## config.mk

```make
export PLATFORM = sky130hd
export DESIGN_NAME = cmdec_decoder
export DESIGN_NICKNAME = d
export VERILOG_FILES = /design/src/cmdec_pkg.sv /design/src/cmdec_decoder.sv /design/src/cmdec_add.sv /design/src/cmdec_index.sv
export SDC_FILE = /design/constraint.sdc
export NUM_CORES = 1
export LEC_CHECK = 0
export ABC_AREA = 0
export BUFFER_PORTS_ARGS = -buffer_cell sky130_fd_sc_hd__clkbuf_2
export CAP_MARGIN = 25
export CORE_ASPECT_RATIO = 0.75
export CORE_MARGIN = 2
export CORE_UTILIZATION = 57
export DETAILED_ROUTE_END_ITERATION = 8
export GPL_TIMING_DRIVEN = 1
export HOLD_SLACK_MARGIN = 0.03
export PLACE_DENSITY = 0.8
export SLEW_MARGIN = 20
export SYNTH_ARGS = -nofsm -noshare
export SYNTH_HDL_FRONTEND = slang
export SYNTH_SLANG_ARGS = --single-unit
export TNS_END_PERCENT = 10
```

## constraint.sdc

```tcl
create_clock -name clk -period 6.95 [get_ports clk]
set_input_delay 1.39 -clock clk [delete_from_list [all_inputs] [get_ports clk]]
set_output_delay 1.39 -clock clk [all_outputs]
set_load 0.02 [all_outputs]
```

## src/cmdec_pkg.sv

```systemverilog
// cmdec_pkg: shared constants and types for the opcode and mode decoder.
// assumes one 8-bit program memory byte stream and a 16-bit address space.
`default_nettype none
package cmdec_pkg;

  localparam logic [7:0]  OP_WAIT     = 8'h8F;
  localparam logic [7:0]  OP_PREFIX   = 8'h9E;
  localparam logic [15:0] PC_RESET    = 16'h0000;
  localparam logic [7:0]  HX_HI_RESET = 8'h00;
  localparam logic [7:0]  HX_LO_RESET = 8'h00;
  localparam logic [1:0]  MAX_OPND    = 2'h2;

  typedef enum logic [4:0] {
    inherent_mode,
    immediate_mode,
    immediate_word_mode,
    direct_mode,
    extended_address_mode,
    relative_mode,
    indexed_mode,
    indexed_byte_offset_mode,
    indexed_word_offset_mode,
    indexed_postinc_mode,
    indexed_byte_offset_postinc_mode,
    stack_byte_offset_mode,
    stack_word_offset_mode,
    direct_to_direct_mode,
    direct_to_indexed_postinc_mode,
    indexed_postinc_to_direct_mode,
    immediate_to_direct_mode
  } cmdec_mode_t;

  typedef struct packed {
    cmdec_mode_t mode;
    logic        has_rel;
  } cmdec_form_t;

  typedef struct packed {
    logic [7:0]  opcode;
    logic        prefixed;
    cmdec_mode_t mode;
    logic        has_rel;
    logic        postinc;
    logic [1:0]  opnd_count;
    logic [7:0]  opnd0;
    logic [7:0]  opnd1;
    logic [7:0]  imm;
    logic [15:0] ea;
    logic [15:0] src_addr;
    logic [15:0] dst_addr;
    logic [15:0] branch_target;
  } cmdec_dec_t;

endpackage
`default_nettype wire

```

## src/cmdec_decoder.sv

```systemverilog
// cmdec_decoder: fetches opcode and operand bytes and decodes the
// addressing form, effective addresses and branch target.
// assumes program memory answers fetch_req with fetch_valid, and the
// execution side does not write the index bytes while dec_valid is high.
// Operation
// (RULE1) the wait opcode clears the interrupt mask and stops clocking until an interrupt.
// (RULE2) operands follow the opcode in one or two bytes set by the mode.
// (RULE3) a move form takes both source and destination as direct addresses.
// (RULE4) a move form reads direct, writes at the index pointer, then increments it.
// (RULE5) a move form reads at the index pointer, increments it, writes direct.
// (RULE6) a move form takes an immediate byte to a direct destination.
// (RULE7) word-offset indexed adds high-then-low offset bytes to the index.
// (RULE8) byte-offset indexed adds one offset byte to the index.
// (RULE9) stack byte-offset form adds one offset byte to the stack pointer.
// (RULE10) stack word-offset form adds two offset bytes to the stack pointer.
// (RULE11) extended form carries the address high byte then low byte.
// (RULE12) bit-test branches carry a direct address then a signed offset.
// (RULE13) compare-and-branch on the bare index post-increments it.
// (RULE14) compare-and-branch on index plus byte offset post-increments it.
// (RULE15) the index is two addressable bytes forming a 16-bit pointer.
// (RULE16) stack-relative forms use a prefix byte before the indexed opcode.
// (RULE17) bytes come from consecutive addresses and each advances the counter.
`timescale 1ns/10ps
`default_nettype none
module cmdec_decoder (
  // clock and reset
  input  wire logic              clk,
  input  wire logic              rst,
  // program memory fetch
  output logic                   fetch_req,
  output logic [15:0]            fetch_addr,
  input  wire logic              fetch_valid,
  input  wire logic [7:0]        fetch_data,
  // program counter redirect from execution
  input  wire logic              pc_load,
  input  wire logic [15:0]       pc_load_value,
  output logic [15:0]            program_counter,
  // cpu context
  input  wire logic [15:0]       stack_pointer,
  input  wire logic              irq_pending,
  output logic                   imask_clear,
  output logic                   clock_inhibit,
  // index byte writes from execution
  input  wire logic              hx_wr_hi,
  input  wire logic              hx_wr_lo,
  input  wire logic [7:0]        hx_wr_data,
  output logic [7:0]             index_hi,
  output logic [7:0]             index_lo,
  // decoded instruction
  output logic                   dec_valid,
  input  wire logic              dec_ready,
  output var cmdec_pkg::cmdec_dec_t dec_info
);
  typedef enum logic [1:0] {
    st_opcode, st_operand, st_ready, st_wait
  } cmdec_state_t;

  cmdec_state_t          state_r, state_nxt;
  logic [15:0]           pc_r, pc_nxt;
  logic [7:0]            op_r, op_nxt;
  logic                  pre_r, pre_nxt;
  logic [7:0]            b0_r, b0_nxt;
  logic [7:0]            b1_r, b1_nxt;
  logic [1:0]            need_r, need_nxt;
  logic [1:0]            got_r, got_nxt;
  cmdec_pkg::cmdec_dec_t info_r, info_nxt;
  cmdec_pkg::cmdec_form_t form;
  logic                  take;
  logic                  hx_inc;
  logic [15:0]           hx;
  logic [15:0]           ea_base, ea_off, ea_sum;
  logic [15:0]           br_off, br_sum;
  logic [7:0]            rel_byte;

  function automatic cmdec_pkg::cmdec_form_t form_of(
    input logic [7:0] op, input logic pre);
    logic [3:0] h;
    logic [3:0] l;
    cmdec_pkg::cmdec_form_t f;
    h = op[7:4];
    l = op[3:0];
    f.mode    = cmdec_pkg::inherent_mode;
    f.has_rel = 1'b0;
    // (RULE16) prefixed forms
    if (pre)
    begin
      case (h)
        4'h6:
        begin
          f.mode    = cmdec_pkg::stack_byte_offset_mode;
          f.has_rel = (l == 4'h1) || (l == 4'hB);
        end
        4'hD: f.mode = cmdec_pkg::stack_word_offset_mode;
        4'hE: f.mode = cmdec_pkg::stack_byte_offset_mode;
        default: f.mode = cmdec_pkg::inherent_mode;
      endcase
    end
    else
    begin
      case (h)
        // (RULE12) bit test carries direct then offset
        4'h0:
        begin
          f.mode    = cmdec_pkg::direct_mode;
          f.has_rel = 1'b1;
        end
        4'h1: f.mode = cmdec_pkg::direct_mode;
        4'h2:
        begin
          f.mode    = cmdec_pkg::relative_mode;
          f.has_rel = 1'b1;
        end
        4'h3:
        begin
          f.mode    = cmdec_pkg::direct_mode;
          f.has_rel = (l == 4'h1) || (l == 4'hB);
        end
        4'h4, 4'h5:
        begin
          if (l == 4'h1)
          begin
            f.mode    = cmdec_pkg::immediate_mode;
            f.has_rel = 1'b1;
          end
          else if (l == 4'h5)
            f.mode = h[0] ? cmdec_pkg::direct_mode
                          : cmdec_pkg::immediate_word_mode;
          else if (l == 4'hB)
          begin
            f.mode    = cmdec_pkg::relative_mode;
            f.has_rel = 1'b1;
          end
          // (RULE3) (RULE4) direct moves
          else if (l == 4'hE)
            f.mode = h[0] ? cmdec_pkg::direct_to_indexed_postinc_mode
                          : cmdec_pkg::direct_to_direct_mode;
        end
        4'h6, 4'h7:
        begin
          f.mode = h[0] ? cmdec_pkg::indexed_mode
                        : cmdec_pkg::indexed_byte_offset_mode;
          // (RULE13) (RULE14) compare with post increment
          if (l == 4'h1)
          begin
            f.mode    = h[0] ? cmdec_pkg::indexed_postinc_mode
                          : cmdec_pkg::indexed_byte_offset_postinc_mode;
            f.has_rel = 1'b1;
          end
          else if (l == 4'h2)
            f.mode = cmdec_pkg::inherent_mode;
          else if (l == 4'h5)
            f.mode = h[0] ? cmdec_pkg::direct_mode
                          : cmdec_pkg::immediate_word_mode;
          else if (l == 4'hB)
            f.has_rel = 1'b1;
          // (RULE5) (RULE6) moves ending direct
          else if (l == 4'hE)
            f.mode = h[0] ? cmdec_pkg::indexed_postinc_to_direct_mode
                          : cmdec_pkg::immediate_to_direct_mode;
        end
        4'h9:
        begin
          f.has_rel = (l < 4'h4);
          if (l < 4'h4)
            f.mode = cmdec_pkg::relative_mode;
        end
        4'hA:
        begin
          f.has_rel = (l == 4'hD);
          f.mode    = (l == 4'hD) ? cmdec_pkg::relative_mode
                                  : cmdec_pkg::immediate_mode;
        end
        4'hB: f.mode = cmdec_pkg::direct_mode;
        4'hC: f.mode = cmdec_pkg::extended_address_mode;
        4'hD: f.mode = cmdec_pkg::indexed_word_offset_mode;
        4'hE: f.mode = cmdec_pkg::indexed_byte_offset_mode;
        4'hF: f.mode = cmdec_pkg::indexed_mode;
        default: f.mode = cmdec_pkg::inherent_mode;
      endcase
    end
    return f;
  endfunction

  // (RULE2) operand byte count from the form
  function automatic logic [1:0] count_of(
    input cmdec_pkg::cmdec_form_t f);
    logic [1:0] c;
    case (f.mode)
      cmdec_pkg::inherent_mode, cmdec_pkg::relative_mode,
      cmdec_pkg::indexed_mode, cmdec_pkg::indexed_postinc_mode:
        c = 2'h0;
      cmdec_pkg::immediate_word_mode, cmdec_pkg::extended_address_mode,
      cmdec_pkg::indexed_word_offset_mode,
      cmdec_pkg::stack_word_offset_mode,
      cmdec_pkg::direct_to_direct_mode,
      cmdec_pkg::immediate_to_direct_mode:
        c = 2'h2;
      default: c = 2'h1;
    endcase
    return c + {1'b0, f.has_rel};
  endfunction

  // (RULE15) split index register
  cmdec_index u_index (
    .clk     (clk),
    .rst     (rst),
    .wr_hi   (hx_wr_hi),
    .wr_lo   (hx_wr_lo),
    .wr_data (hx_wr_data),
    .inc     (hx_inc),
    .hi      (index_hi),
    .lo      (index_lo)
  );
  assign hx = {index_hi, index_lo};

  cmdec_add #(.W(16)) u_ea (
    .a   (ea_base),
    .b   (ea_off),
    .sum (ea_sum)
  );

  cmdec_add #(.W(16)) u_br (
    .a   (pc_nxt),
    .b   (br_off),
    .sum (br_sum)
  );

  assign take = fetch_req && fetch_valid;

  // (RULE17) sequential fetch and decode sequencing
  always_comb
  begin
    state_nxt   = state_r;
    pc_nxt      = pc_r;
    op_nxt      = op_r;
    pre_nxt     = pre_r;
    b0_nxt      = b0_r;
    b1_nxt      = b1_r;
    need_nxt    = need_r;
    got_nxt     = got_r;
    hx_inc      = 1'b0;
    imask_clear = 1'b0;
    case (state_r)
      st_opcode:
        if (take)
        begin
          pc_nxt = pc_r + 16'h0001;
          // (RULE16) prefix byte, then the indexed opcode
          if (!pre_r && fetch_data == cmdec_pkg::OP_PREFIX)
            pre_nxt = 1'b1;
          else
          begin
            op_nxt    = fetch_data;
            need_nxt  = count_of(form_of(fetch_data, pre_r));
            got_nxt   = 2'h0;
            state_nxt = (need_nxt == 2'h0) ? st_ready : st_operand;
          end
        end
      st_operand:
        if (take)
        begin
          pc_nxt = pc_r + 16'h0001;
          if (got_r == 2'h0)
            b0_nxt = fetch_data;
          else
            b1_nxt = fetch_data;
          got_nxt = got_r + 2'h1;
          if (got_nxt == need_r)
            state_nxt = st_ready;
        end
      st_ready:
        if (dec_ready)
        begin
          pre_nxt   = 1'b0;
          // (RULE13) (RULE14) index steps after the access
          hx_inc    = info_r.postinc;
          state_nxt = st_opcode;
          // (RULE1) mask cleared, clocking held
          if (!info_r.prefixed && info_r.opcode == cmdec_pkg::OP_WAIT)
          begin
            imask_clear = 1'b1;
            state_nxt   = st_wait;
          end
        end
      default:
        if (irq_pending)
          state_nxt = st_opcode;
    endcase
    // a redirect abandons any partly fetched instruction
    if (pc_load)
    begin
      pc_nxt    = pc_load_value;
      pre_nxt   = 1'b0;
      state_nxt = st_opcode;
    end
  end

  // address formation for the instruction being completed
  always_comb
  begin
    form     = form_of(op_nxt, pre_nxt);
    ea_base  = 16'h0000;
    ea_off   = {8'h00, b0_nxt};
    rel_byte = (need_nxt == cmdec_pkg::MAX_OPND) ? b1_nxt : b0_nxt;
    br_off   = {{8{rel_byte[7]}}, rel_byte};
    case (form.mode)
      // (RULE8) index plus byte
      cmdec_pkg::indexed_byte_offset_mode,
      cmdec_pkg::indexed_byte_offset_postinc_mode:
        ea_base = hx;
      // (RULE7) index plus high then low byte
      cmdec_pkg::indexed_word_offset_mode:
      begin
        ea_base = hx;
        ea_off  = {b0_nxt, b1_nxt};
      end
      cmdec_pkg::indexed_mode, cmdec_pkg::indexed_postinc_mode:
      begin
        ea_base = hx;
        ea_off  = 16'h0000;
      end
      // (RULE9) stack plus byte
      cmdec_pkg::stack_byte_offset_mode:
        ea_base = stack_pointer;
      // (RULE10) stack plus word
      cmdec_pkg::stack_word_offset_mode:
      begin
        ea_base = stack_pointer;
        ea_off  = {b0_nxt, b1_nxt};
      end
      // (RULE11) full address, high byte first
      cmdec_pkg::extended_address_mode,
      cmdec_pkg::immediate_word_mode:
        ea_off = {b0_nxt, b1_nxt};
      cmdec_pkg::immediate_to_direct_mode:
        ea_off = {8'h00, b1_nxt};
      default:
        ea_base = 16'h0000;
    endcase
  end

  always_comb
  begin
    info_nxt = info_r;
    if (state_nxt == st_ready && state_r != st_ready)
    begin
      info_nxt.opcode        = op_nxt;
      info_nxt.prefixed      = pre_nxt;
      info_nxt.mode          = form.mode;
      info_nxt.has_rel       = form.has_rel;
      info_nxt.opnd_count    = need_nxt;
      info_nxt.opnd0         = b0_nxt;
      info_nxt.opnd1         = b1_nxt;
      info_nxt.imm           = b0_nxt;
      info_nxt.ea            = ea_sum;
      info_nxt.src_addr      = ea_sum;
      info_nxt.dst_addr      = ea_sum;
      info_nxt.branch_target = br_sum;
      info_nxt.postinc       =
        form.mode == cmdec_pkg::indexed_postinc_mode ||
        form.mode == cmdec_pkg::indexed_byte_offset_postinc_mode ||
        form.mode == cmdec_pkg::direct_to_indexed_postinc_mode ||
        form.mode == cmdec_pkg::indexed_postinc_to_direct_mode;
      case (form.mode)
        // (RULE3) direct to direct
        cmdec_pkg::direct_to_direct_mode:
          info_nxt.dst_addr = {8'h00, b1_nxt};
        // (RULE4) destination at the index pointer
        cmdec_pkg::direct_to_indexed_postinc_mode:
          info_nxt.dst_addr = hx;
        // (RULE5) source at the index pointer
        cmdec_pkg::indexed_postinc_to_direct_mode:
          info_nxt.src_addr = hx;
        // (RULE6) immediate source byte
        cmdec_pkg::immediate_to_direct_mode:
          info_nxt.src_addr = 16'h0000;
        default:
          info_nxt.src_addr = ea_sum;
      endcase
    end
  end

  always_ff @(posedge clk or posedge rst)
  begin
    if (rst)
    begin
      state_r <= st_opcode;
      pc_r    <= cmdec_pkg::PC_RESET;
      op_r    <= 8'h00;
      pre_r   <= 1'b0;
      b0_r    <= 8'h00;
      b1_r    <= 8'h00;
      need_r  <= 2'h0;
      got_r   <= 2'h0;
      info_r  <= '0;
    end
    else
    begin
      state_r <= state_nxt;
      pc_r    <= pc_nxt;
      op_r    <= op_nxt;
      pre_r   <= pre_nxt;
      b0_r    <= b0_nxt;
      b1_r    <= b1_nxt;
      need_r  <= need_nxt;
      got_r   <= got_nxt;
      info_r  <= info_nxt;
    end
  end

  assign fetch_req       = state_r == st_opcode || state_r == st_operand;
  assign fetch_addr      = pc_r;
  assign program_counter = pc_r;
  assign dec_valid       = state_r == st_ready;
  assign clock_inhibit   = state_r == st_wait;
  assign dec_info        = info_r;
endmodule // cmdec_decoder
`default_nettype wire

```

## src/cmdec_add.sv

```systemverilog
// cmdec_add: plain modular adder used for address arithmetic.
// assumes both operands already extended to the full width.
`timescale 1ns/10ps
`default_nettype none
module cmdec_add #(
  parameter int W = 16
) (
  // operands
  input  wire logic [W-1:0] a,
  input  wire logic [W-1:0] b,
  // result, carry out dropped on purpose: addresses wrap
  output logic [W-1:0]      sum
);
  assign sum = a + b;
endmodule // cmdec_add
`default_nettype wire

```

## src/cmdec_index.sv

```systemverilog
// cmdec_index: index register kept as two separately written bytes.
// assumes writer does not load a byte and expect the increment too.
`timescale 1ns/10ps
`default_nettype none
module cmdec_index (
  // clock and reset
  input  wire logic       clk,
  input  wire logic       rst,
  // byte loads and post increment
  input  wire logic       wr_hi,
  input  wire logic       wr_lo,
  input  wire logic [7:0] wr_data,
  input  wire logic       inc,
  // pointer bytes
  output logic [7:0]      hi,
  output logic [7:0]      lo
);
  logic [7:0] hi_r;
  logic [7:0] hi_nxt;
  logic [7:0] lo_r;
  logic [7:0] lo_nxt;

  always_comb
  begin
    {hi_nxt, lo_nxt} = {hi_r, lo_r};
    if (inc)
      {hi_nxt, lo_nxt} = {hi_r, lo_r} + 16'h0001;
    // explicit byte load beats the increment
    if (wr_hi)
      hi_nxt = wr_data;
    if (wr_lo)
      lo_nxt = wr_data;
  end

  always_ff @(posedge clk or posedge rst)
  begin
    if (rst)
    begin
      hi_r <= cmdec_pkg::HX_HI_RESET;
      lo_r <= cmdec_pkg::HX_LO_RESET;
    end
    else
    begin
      hi_r <= hi_nxt;
      lo_r <= lo_nxt;
    end
  end

  assign hi = hi_r;
  assign lo = lo_r;
endmodule // cmdec_index
`default_nettype wire

```

==> results.txt, run 1 <==
----------------------------------------------------
[Placement]
  Placer congestion estimate ... 1.02
  Worst setup slack after placement ... -402 ps
  Total placed cells including tap cells ... 1696
  Buffers on Ports ... 213
  Detailed placement HPWL ... 26700 µm

[GRT]
  Maximum number of pins on one net before global-route repair ... 180
  Number of global-route vias before repair ... 9638
  Wire length of the first global-routing pass ... 53600 µm
  Grt ovf ... 0
  Number of antenna violations at the first check in global routing ... 0
  All-Layer GR Usage ... 35.2%

[Cells and area]
  Commonest non-fill, non-tap cell in the layout ... sky130_fd_sc_hd__clkbuf_2
  Synth-to-layout area growth ... 23.0%
  Non-Filler Instances ... 1727
  Fraction of layout cells with a size suffix above 1 ... 30.9%
  Diode insertion count for antenna repair ... 0
  End-of-flow core utilization ... 71.8%
  Number of nets in the layout ... 1567
  Leading cell types in the layout, fill and taps excluded ... sky130_fd_sc_hd__clkbuf_2, sky130_fd_sc_hd__dfrtp_1, sky130_fd_sc_hd__nand2_1

[Power]
  Clk network pwr share ... 16.2%
  Reported leakage power ... 6.51 nW
  Switching share of total power ... 46.5%
  Switching power summed over all nets ... 2.70 mW
  Share of power burned in registers ... 25.7%
  Cell area power density ... 438 nW/µm²
  Worst voltage drop across the vdd grid ... 0.000250 V
  Share of power burned in combinational logic ... 58.1%
  Total internal power ... 3.12 mW

[Yosys]
  Syn Inst Count ... 1212
  Post-synthesis sequential area ratio ... 37.3%
  Post-synth ARST share ... 100%
  Mux cell area share after synthesis ... 3.53%
  Post-synth design cell area ... 10800 µm²
  Count of different cell masters after synthesis ... 109
  Share of synthesized cell area in full adder, half adder and majority cells ... 5.00%
  Xor and xnor fraction of the mapped netlist area ... 5.20%
  Synth Area in Simple Gates ... 18.4%
  Most used flip-flop cell after synthesis ... sky130_fd_sc_hd__dfrtp_1
  Average cell area after synthesis ... 8.92 µm²
  Compound-gate portion of the synthesized area ... 23.5%
  Syn nets ... 1310
  Synth warnings ... 0
  Flop and latch count out of synthesis ... 161
  Post-synth EDFFs ... 0
  Dominant combinational cell family by area after synthesis ... compound AO/OA/AOI/OAI gates

[Detailed routing]
  Vias after detailed routing ... 10556
  TritonRoute pass-1 iters ... 6
  Routed length per instance ... 20.1 µm
  Post-detailed-routing wire length ... 34800 µm
  Number of vias per cell ... 6.11
  Final ANT Viol Nets ... 0
  Number of remaining DRC errors ... 0
  DRC violation total after the first TritonRoute iteration ... 1122

[Timing]
  Max-slew headroom at the worst pin ... 39.8%
  Final Max Slew Viols ... 0
  Fmax achieved ... 0.151 GHz
  Worst Setup Slack, final ... 333 ps
  Slew of the pin with the lowest slew margin ... 902 ps
  Clock period minus worst slack ... 6620 ps
  Setup Skew ... 12.9 ps
  Worst hold margin ... 482 ps
  Final cycle utilization of the critical path ... 95.2%
  Final setup violation count ... 0
  Final hold viol count ... 0
  Total Negative Setup Slacks ... 0 ps

[Clock tree]
  CTS tree ... yes
  Maximum count of clock buffers along a single path ... 2
  Root cell of the clock tree ... sky130_fd_sc_hd__clkbuf_16
  Number of sinks handled by clock tree synthesis ... 161
  Clock transition at the registers of the reported paths ... 60 ps
  Count of H-tree levels built during CTS ... 4
  Clock buffers created by TritonCTS ... 17
  Worst-Skew Late Latency ... 440 ps

[Hold path]
  Hold wc startpoint ... dec_info[57]$_DFFE_PP0P_
  Worst hold path type ... register to register

[Floorplanning]
  Area of the die ... 20100 µm²
  Height of the chip ... 123 µm
  Starting Density ... 58.4%
  Standard-cell rows ... 43
  Number of primary I/O pins ... 214
  Die boundary width ... 163 µm
  Placeable core region ... 18500 µm²

[Run status]
  Status ... complete, no violations

[Worst setup path]
  Reg-to-reg startpoint ... pre_r$_DFF_PP0_
  Crit path launch ... fetch_data[0]
  Critical Path End ... dec_info[15]$_DFFE_PP0P_
  Crit-path slowest cell ... sky130_fd_sc_hd__o41ai_1
  Capturing element type of the critical path ... register
  Required time of the worst setup path ... 7260 ps
  Critical Path Most Common Cell ... sky130_fd_sc_hd__a21oi_1
  Worst Path Class, Setup ... input pin to register
  Worst R2R Setup Slack ... 1010 ps
  Critical Path Source Type ... input pin
  Highest net fanout along the worst path ... 5
  Cell count of the worst reg-to-reg path ... 27
  Delay of the slowest cell on the worst path ... 330 ps
  Arrival @ worst endpoint ... 6930 ps
  End of the worst register-to-register path ... dec_info[47]$_DFFE_PP0P_

[Job]
  # Max-Cap Violations ... 0

----------------------------------------------------
sequential cells by signal, indices dropped and copies added (netlist names):
name	cells
b0_r	8
b1_r	8
dec_info	98
fetch_addr	16
got_r	2
need_r	2
op_r	8
pre_r	1
state_r	2
u_index.hi	8
u_index.lo	8
per-layer routing:
metal	vias up	wire (µm)	GRT usage (%)
met1	5022	15500	51.9
met4	0	515	8.30
met5	-	0	0
met2	650	14400	50.4
li1	4842	-	-
met3	42	4360	11.3
kinds of logic (layout without fill, tap and decap cells):
group | after synthesis | count (layout)
and+or+nand+nor | 390 | 390
adders and majority gates | 42 | 42
AOI/OAI and AO/OA | 365 | 365
DFF | 161 | 161
muxes | 36 | 36
xor gates and xnor gates | 62 | 62
buffers and inverters | 156 | 424
synthesized netlist by cell type, drive strengths merged (7+ instances only):
cell | instances | area share (%)
o21ai | 141 | 6.7
o21a | 7 | 0.49
ha | 40 | 4.6
nor3b | 9 | 0.83
o22ai | 9 | 0.52
a21oi | 62 | 2.9
buf | 56 | 3.5
xnor2 | 30 | 2.6
xor2 | 32 | 2.6
nand4 | 13 | 0.89
inv | 58 | 2.0
clkbuf | 41 | 1.5
dfrtp | 161 | 37
a22o | 17 | 1.4
nor3 | 23 | 1.2
mux2 | 14 | 1.5
a221oi | 9 | 1.1
a31oi | 13 | 0.89
nor4 | 8 | 0.66
and2 | 14 | 0.83
nand2b | 9 | 0.52
nor2 | 71 | 2.5
o21bai | 9 | 0.63
nor2b | 15 | 0.91
a32oi | 7 | 0.64
nand2 | 154 | 5.3
a22oi | 13 | 1.2
and3 | 13 | 0.75
mux2i | 22 | 2.0
a21o | 10 | 0.69
nand3 | 27 | 1.3
power by group through the flow:
stage | clock network (mW) | registers (mW) | logic, mW
3_5_place_dp | 0 | 1.50 | 3.26
5_1_grt | 0.990 | 1.53 | 3.66
2_1_floorplan | 0 | 1.72 | 1.86
6_report | 0.944 | 1.50 | 3.38
3_3_place_gp | 0 | 1.49 | 3.20
4_1_cts | 0.946 | 1.49 | 3.29
repair_timing:
| action | 4_1_cts | 5_1_grt |
|---|---|---|
| setup endpoints to repair | 0 | 26 |
| setup buffers | 0 | 1 |
| resized for setup | 0 | 31 |
| hold buffers | 0 | 0 |
worst min-delay path by stage:
stage,to,depth (start not counted)
2_1_floorplan,got_r[1]$_DFFE_PP0P_,1
3_3_place_gp,dec_info[7]$_DFFE_PP0P_,2
3_5_place_dp,dec_info[51]$_DFFE_PP0P_,2
4_1_cts,dec_info[51]$_DFFE_PP0P_,2
5_1_grt,dec_info[51]$_DFFE_PP0P_,2
6_report,dec_info[57]$_DFFE_PP0P_,2
area by class of cell:
type | count | area [µm²]
clock buffer | 21 | 470
tap | 247 | 309
inverter | 59 | 229
clock inverter | 9 | 109
timing repair buffer | 335 | 2020
sequential | 161 | 4030
fill | 1463 | 5210
multi-input combinational | 895 | 6120
stage by stage:
stage	total power [mW]	cell area [µm²]
6_report	5.82	13300
5_1_grt	6.18	13300
4_1_cts	5.72	13200
3_5_place_dp	4.75	12600
3_3_place_gp	4.69	12600
2_1_floorplan	3.58	10800
worst max-delay path, delay by kind of cell:
kind	cells	cell delay [ps]
fa+ha+maj	3	640
xor+xnor	1	180
compound gates	16	3380
simple gates	6	910
buf+inv	4	420
Note: power is estimated with default switching activity, not from simulation.
==> run 2: changes to the inputs <==
Settings changed: CELL_PAD_IN_SITES_DETAIL_PLACEMENT set to 1, CELL_PAD_IN_SITES_GLOBAL_PLACEMENT set to 1, CORE_UTILIZATION 57 to 42, PLACE_DENSITY 0.8 to 0.79.
==> run 2 against run 1 <==
Net effect: critical path depth is the same; worst hold slack gained 2.5 ps; global-route usage shrank 4.7 points; sequential share of layout area shrank 0.90 points; combinational power grew 6.2%; via count grew 1.9%; clock skew is essentially flat; largest power group unchanged.
==> results.txt, run 2 (synthesis gave the netlist of run 1 again) <==
----------------------------------------------------
[Power]
  Power Total ... 6.12 mW
  Reported leakage power ... 6.65 nW
  Worst voltage drop across the vdd grid ... 0.000261 V
  Cell area power density ... 447 nW/µm²

[Timing]
  Max-slew headroom at the worst pin ... 46.0%
  Final setup violation count ... 0
  Setup Skew ... 12.6 ps
  Slew of the pin with the lowest slew margin ... 788 ps
  Worst Setup Slack, final ... 89.0 ps
  Final cycle utilization of the critical path ... 98.7%
  Clock period minus worst slack ... 6860 ps
  Unrepaired setup endpoints after global routing ... true
  Final Max Slew Viols ... 0
  Fmax achieved ... 0.146 GHz
  Final hold viol count ... 0
  Total Negative Setup Slacks ... 0 ps

[Floorplanning]
  Number of primary I/O pins ... 214
  Height of the chip ... 143 µm
  Area of the die ... 27000 µm²
  Standard-cell rows ... 50
  Die boundary width ... 189 µm
  Placeable core region ... 25100 µm²
  Starting Density ... 43.0%

[Run status]
  Status ... complete, no violations

[Cells and area]
  Diode insertion count for antenna repair ... 0
  Largest register FFs ... 98
  Fillers ... 2968
  Leading cell types in the layout, fill and taps excluded ... sky130_fd_sc_hd__clkbuf_2, sky130_fd_sc_hd__dfrtp_1, sky130_fd_sc_hd__nand2_1
  Number of nets in the layout ... 1593
  Synth-to-layout area growth ... 26.8%
  Commonest non-fill, non-tap cell in the layout ... sky130_fd_sc_hd__clkbuf_2
  Fraction of layout cells with a size suffix above 1 ... 32.6%
  Non-Filler Instances ... 1846

[Clock tree]
  Number of sinks handled by clock tree synthesis ... 161
  CTS tree ... yes
  Maximum count of clock buffers along a single path ... 2
  Count of H-tree levels built during CTS ... 4
  Worst-Skew Late Latency ... 450 ps
  Clock buffers created by TritonCTS ... 17
  Root cell of the clock tree ... sky130_fd_sc_hd__clkbuf_16
  Clock transition at the registers of the reported paths ... 70 ps

[Detailed routing]
  DRC violation total after the first TritonRoute iteration ... 779
  Routed length per instance ... 22.3 µm
  Post-detailed-routing wire length ... 41200 µm
  TritonRoute pass-1 iters ... 5
  Number of remaining DRC errors ... 0
  Final ANT Viol Nets ... 0
  Number of vias per cell ... 5.82
  Vias after detailed routing ... 10752

[Worst setup path]
  End of the worst register-to-register path ... dec_info[31]$_DFFE_PP0P_
  Delay of the slowest cell on the worst path ... 420 ps
  Number of buffers and inverters on the critical path ... 6
  Reg-to-reg startpoint ... state_r[1]$_DFF_PP0_
  Cell count of the worst reg-to-reg path ... 28
  Required time of the worst setup path ... 7270 ps
  Highest net fanout along the worst path ... 13
  Worst R2R Setup Slack ... 490 ps
  Critical Path Source Type ... input pin
  Critical Path Most Common Cell ... sky130_fd_sc_hd__buf_4
  Crit-path slowest cell ... sky130_fd_sc_hd__o32ai_1
  Worst Path Class, Setup ... input pin to register
  Capturing element type of the critical path ... register
  Arrival @ worst endpoint ... 7190 ps
  Critical path's top delay family ... compound AO/OA/AOI/OAI gates

[GRT]
  Grt ovf ... 0
  Number of global-route vias before repair ... 10773
  All-Layer GR Usage ... 30.5%
  Global routing usage on met2 ... 46.4%
  Wire length of the first global-routing pass ... 63000 µm
  Met1 track demand over resource in global routing ... 45.4%
  Highest-utilization routing layer at the global route stage ... met2
  Maximum number of pins on one net before global-route repair ... 129
  Global routing met3 resource utilization ... 5.26%
  Number of antenna violations at the first check in global routing ... 2

[Placement]
  Worst setup slack after placement ... -548 ps
  Placer congestion estimate ... 0.957
  Detailed placement HPWL ... 31400 µm
  Total placed cells including tap cells ... 1806
  Buffers on Ports ... 213

[Hold path]
  Number of stages on the worst hold path ... 2
  Hold wc startpoint ... dec_info[72]$_DFFE_PP0P_
  Worst hold path type ... register to register
  Worst hold endpoint ... dec_info[72]$_DFFE_PP0P_

[Job]
  # Max-Cap Violations ... 0

----------------------------------------------------
## run 2: changes by cell type in the layout (fill, tap and decap cells not counted), moves of 2 or more
cell / delta
sky130_fd_sc_hd__a21oi_1: -7
sky130_fd_sc_hd__a21oi_2: +7
sky130_fd_sc_hd__buf_12: -2
sky130_fd_sc_hd__buf_4: +27
sky130_fd_sc_hd__clkinv_2: -2
sky130_fd_sc_hd__clkinv_4: +2
sky130_fd_sc_hd__ha_1: -2
sky130_fd_sc_hd__o21ai_1: -2
sky130_fd_sc_hd__o21ai_2: +2
## run 2: worst max-delay path by stage
stage,slack [ps],cells past startpoint,endpoint,start
floorplan,-70,29,dec_info[47]$_DFFE_PP0P_,fetch_data[4]
global placement,-220,29,dec_info[44]$_DFFE_PP0P_,fetch_data[5]
detailed placement,-550,31,dec_info[46]$_DFFE_PP0P_,fetch_data[6]
CTS,60,31,dec_info[47]$_DFFE_PP0P_,fetch_data[6]
global route,-80,29,dec_info[46]$_DFFE_PP0P_,fetch_data[6]
finish,90,30,dec_info[31]$_DFFE_PP0P_,fetch_data[5]
## run 2: metal layers
metal  up-vias  routed length, µm
li1       4885                  -
met2       429              18100
met3        37               2990
met4         0                483
met5         -                  0
met1      5401              19700
## run 2: stage by stage
| step | hold WS [ps] | cell area [µm²] | utilization (%) |
|---|---|---|---|
| global placement | 463 | 12800 | 51.0 |
| global route | 522 | 13700 | 54.5 |
| detailed placement | 471 | 12800 | 51.0 |
| CTS | 491 | 13500 | 53.7 |
| floorplan | 466 | 10800 | - |
| finish | 485 | 13700 | 54.5 |
## run 2: layout make-up
type	count	area, µm²	area share, %
Timing Repair Buffer	361	2220	16.2
Multi-Input combinational cell	895	6170	45.0
Clock inverter	10	150	1.10
Sequential cell	161	4030	29.4
Tap cell	338	423	3.09
Inverter	59	231	1.69
Clock buffer	22	484	3.53
## run 2: power breakdown
group	internal (mW)	total, mW	switching, mW
logic	1.40	3.59	2.18
clock network	0.608	1.02	0.414
registers	1.24	1.51	0.269
total	3.26	6.12	2.87
## run 2: tightest hold or removal path: stages, from the launching register on
cell,delay [ps]
sky130_fd_sc_hd__dfrtp_1,340
sky130_fd_sc_hd__nand2_1,40
sky130_fd_sc_hd__o21ai_0,60
## run 2: what timing repair did
| action | CTS | global route |
|---|---|---|
| hold endpoints to repair | 0 | 0 |
| pin swaps | 1 | 8 |
| gates cloned | 0 | 0 |
| hold buffers | 0 | 0 |
| setup buffers | 2 | 4 |
| gates resized for setup | 3 | 37 |
| setup endpoints to repair | 4 | 22 |
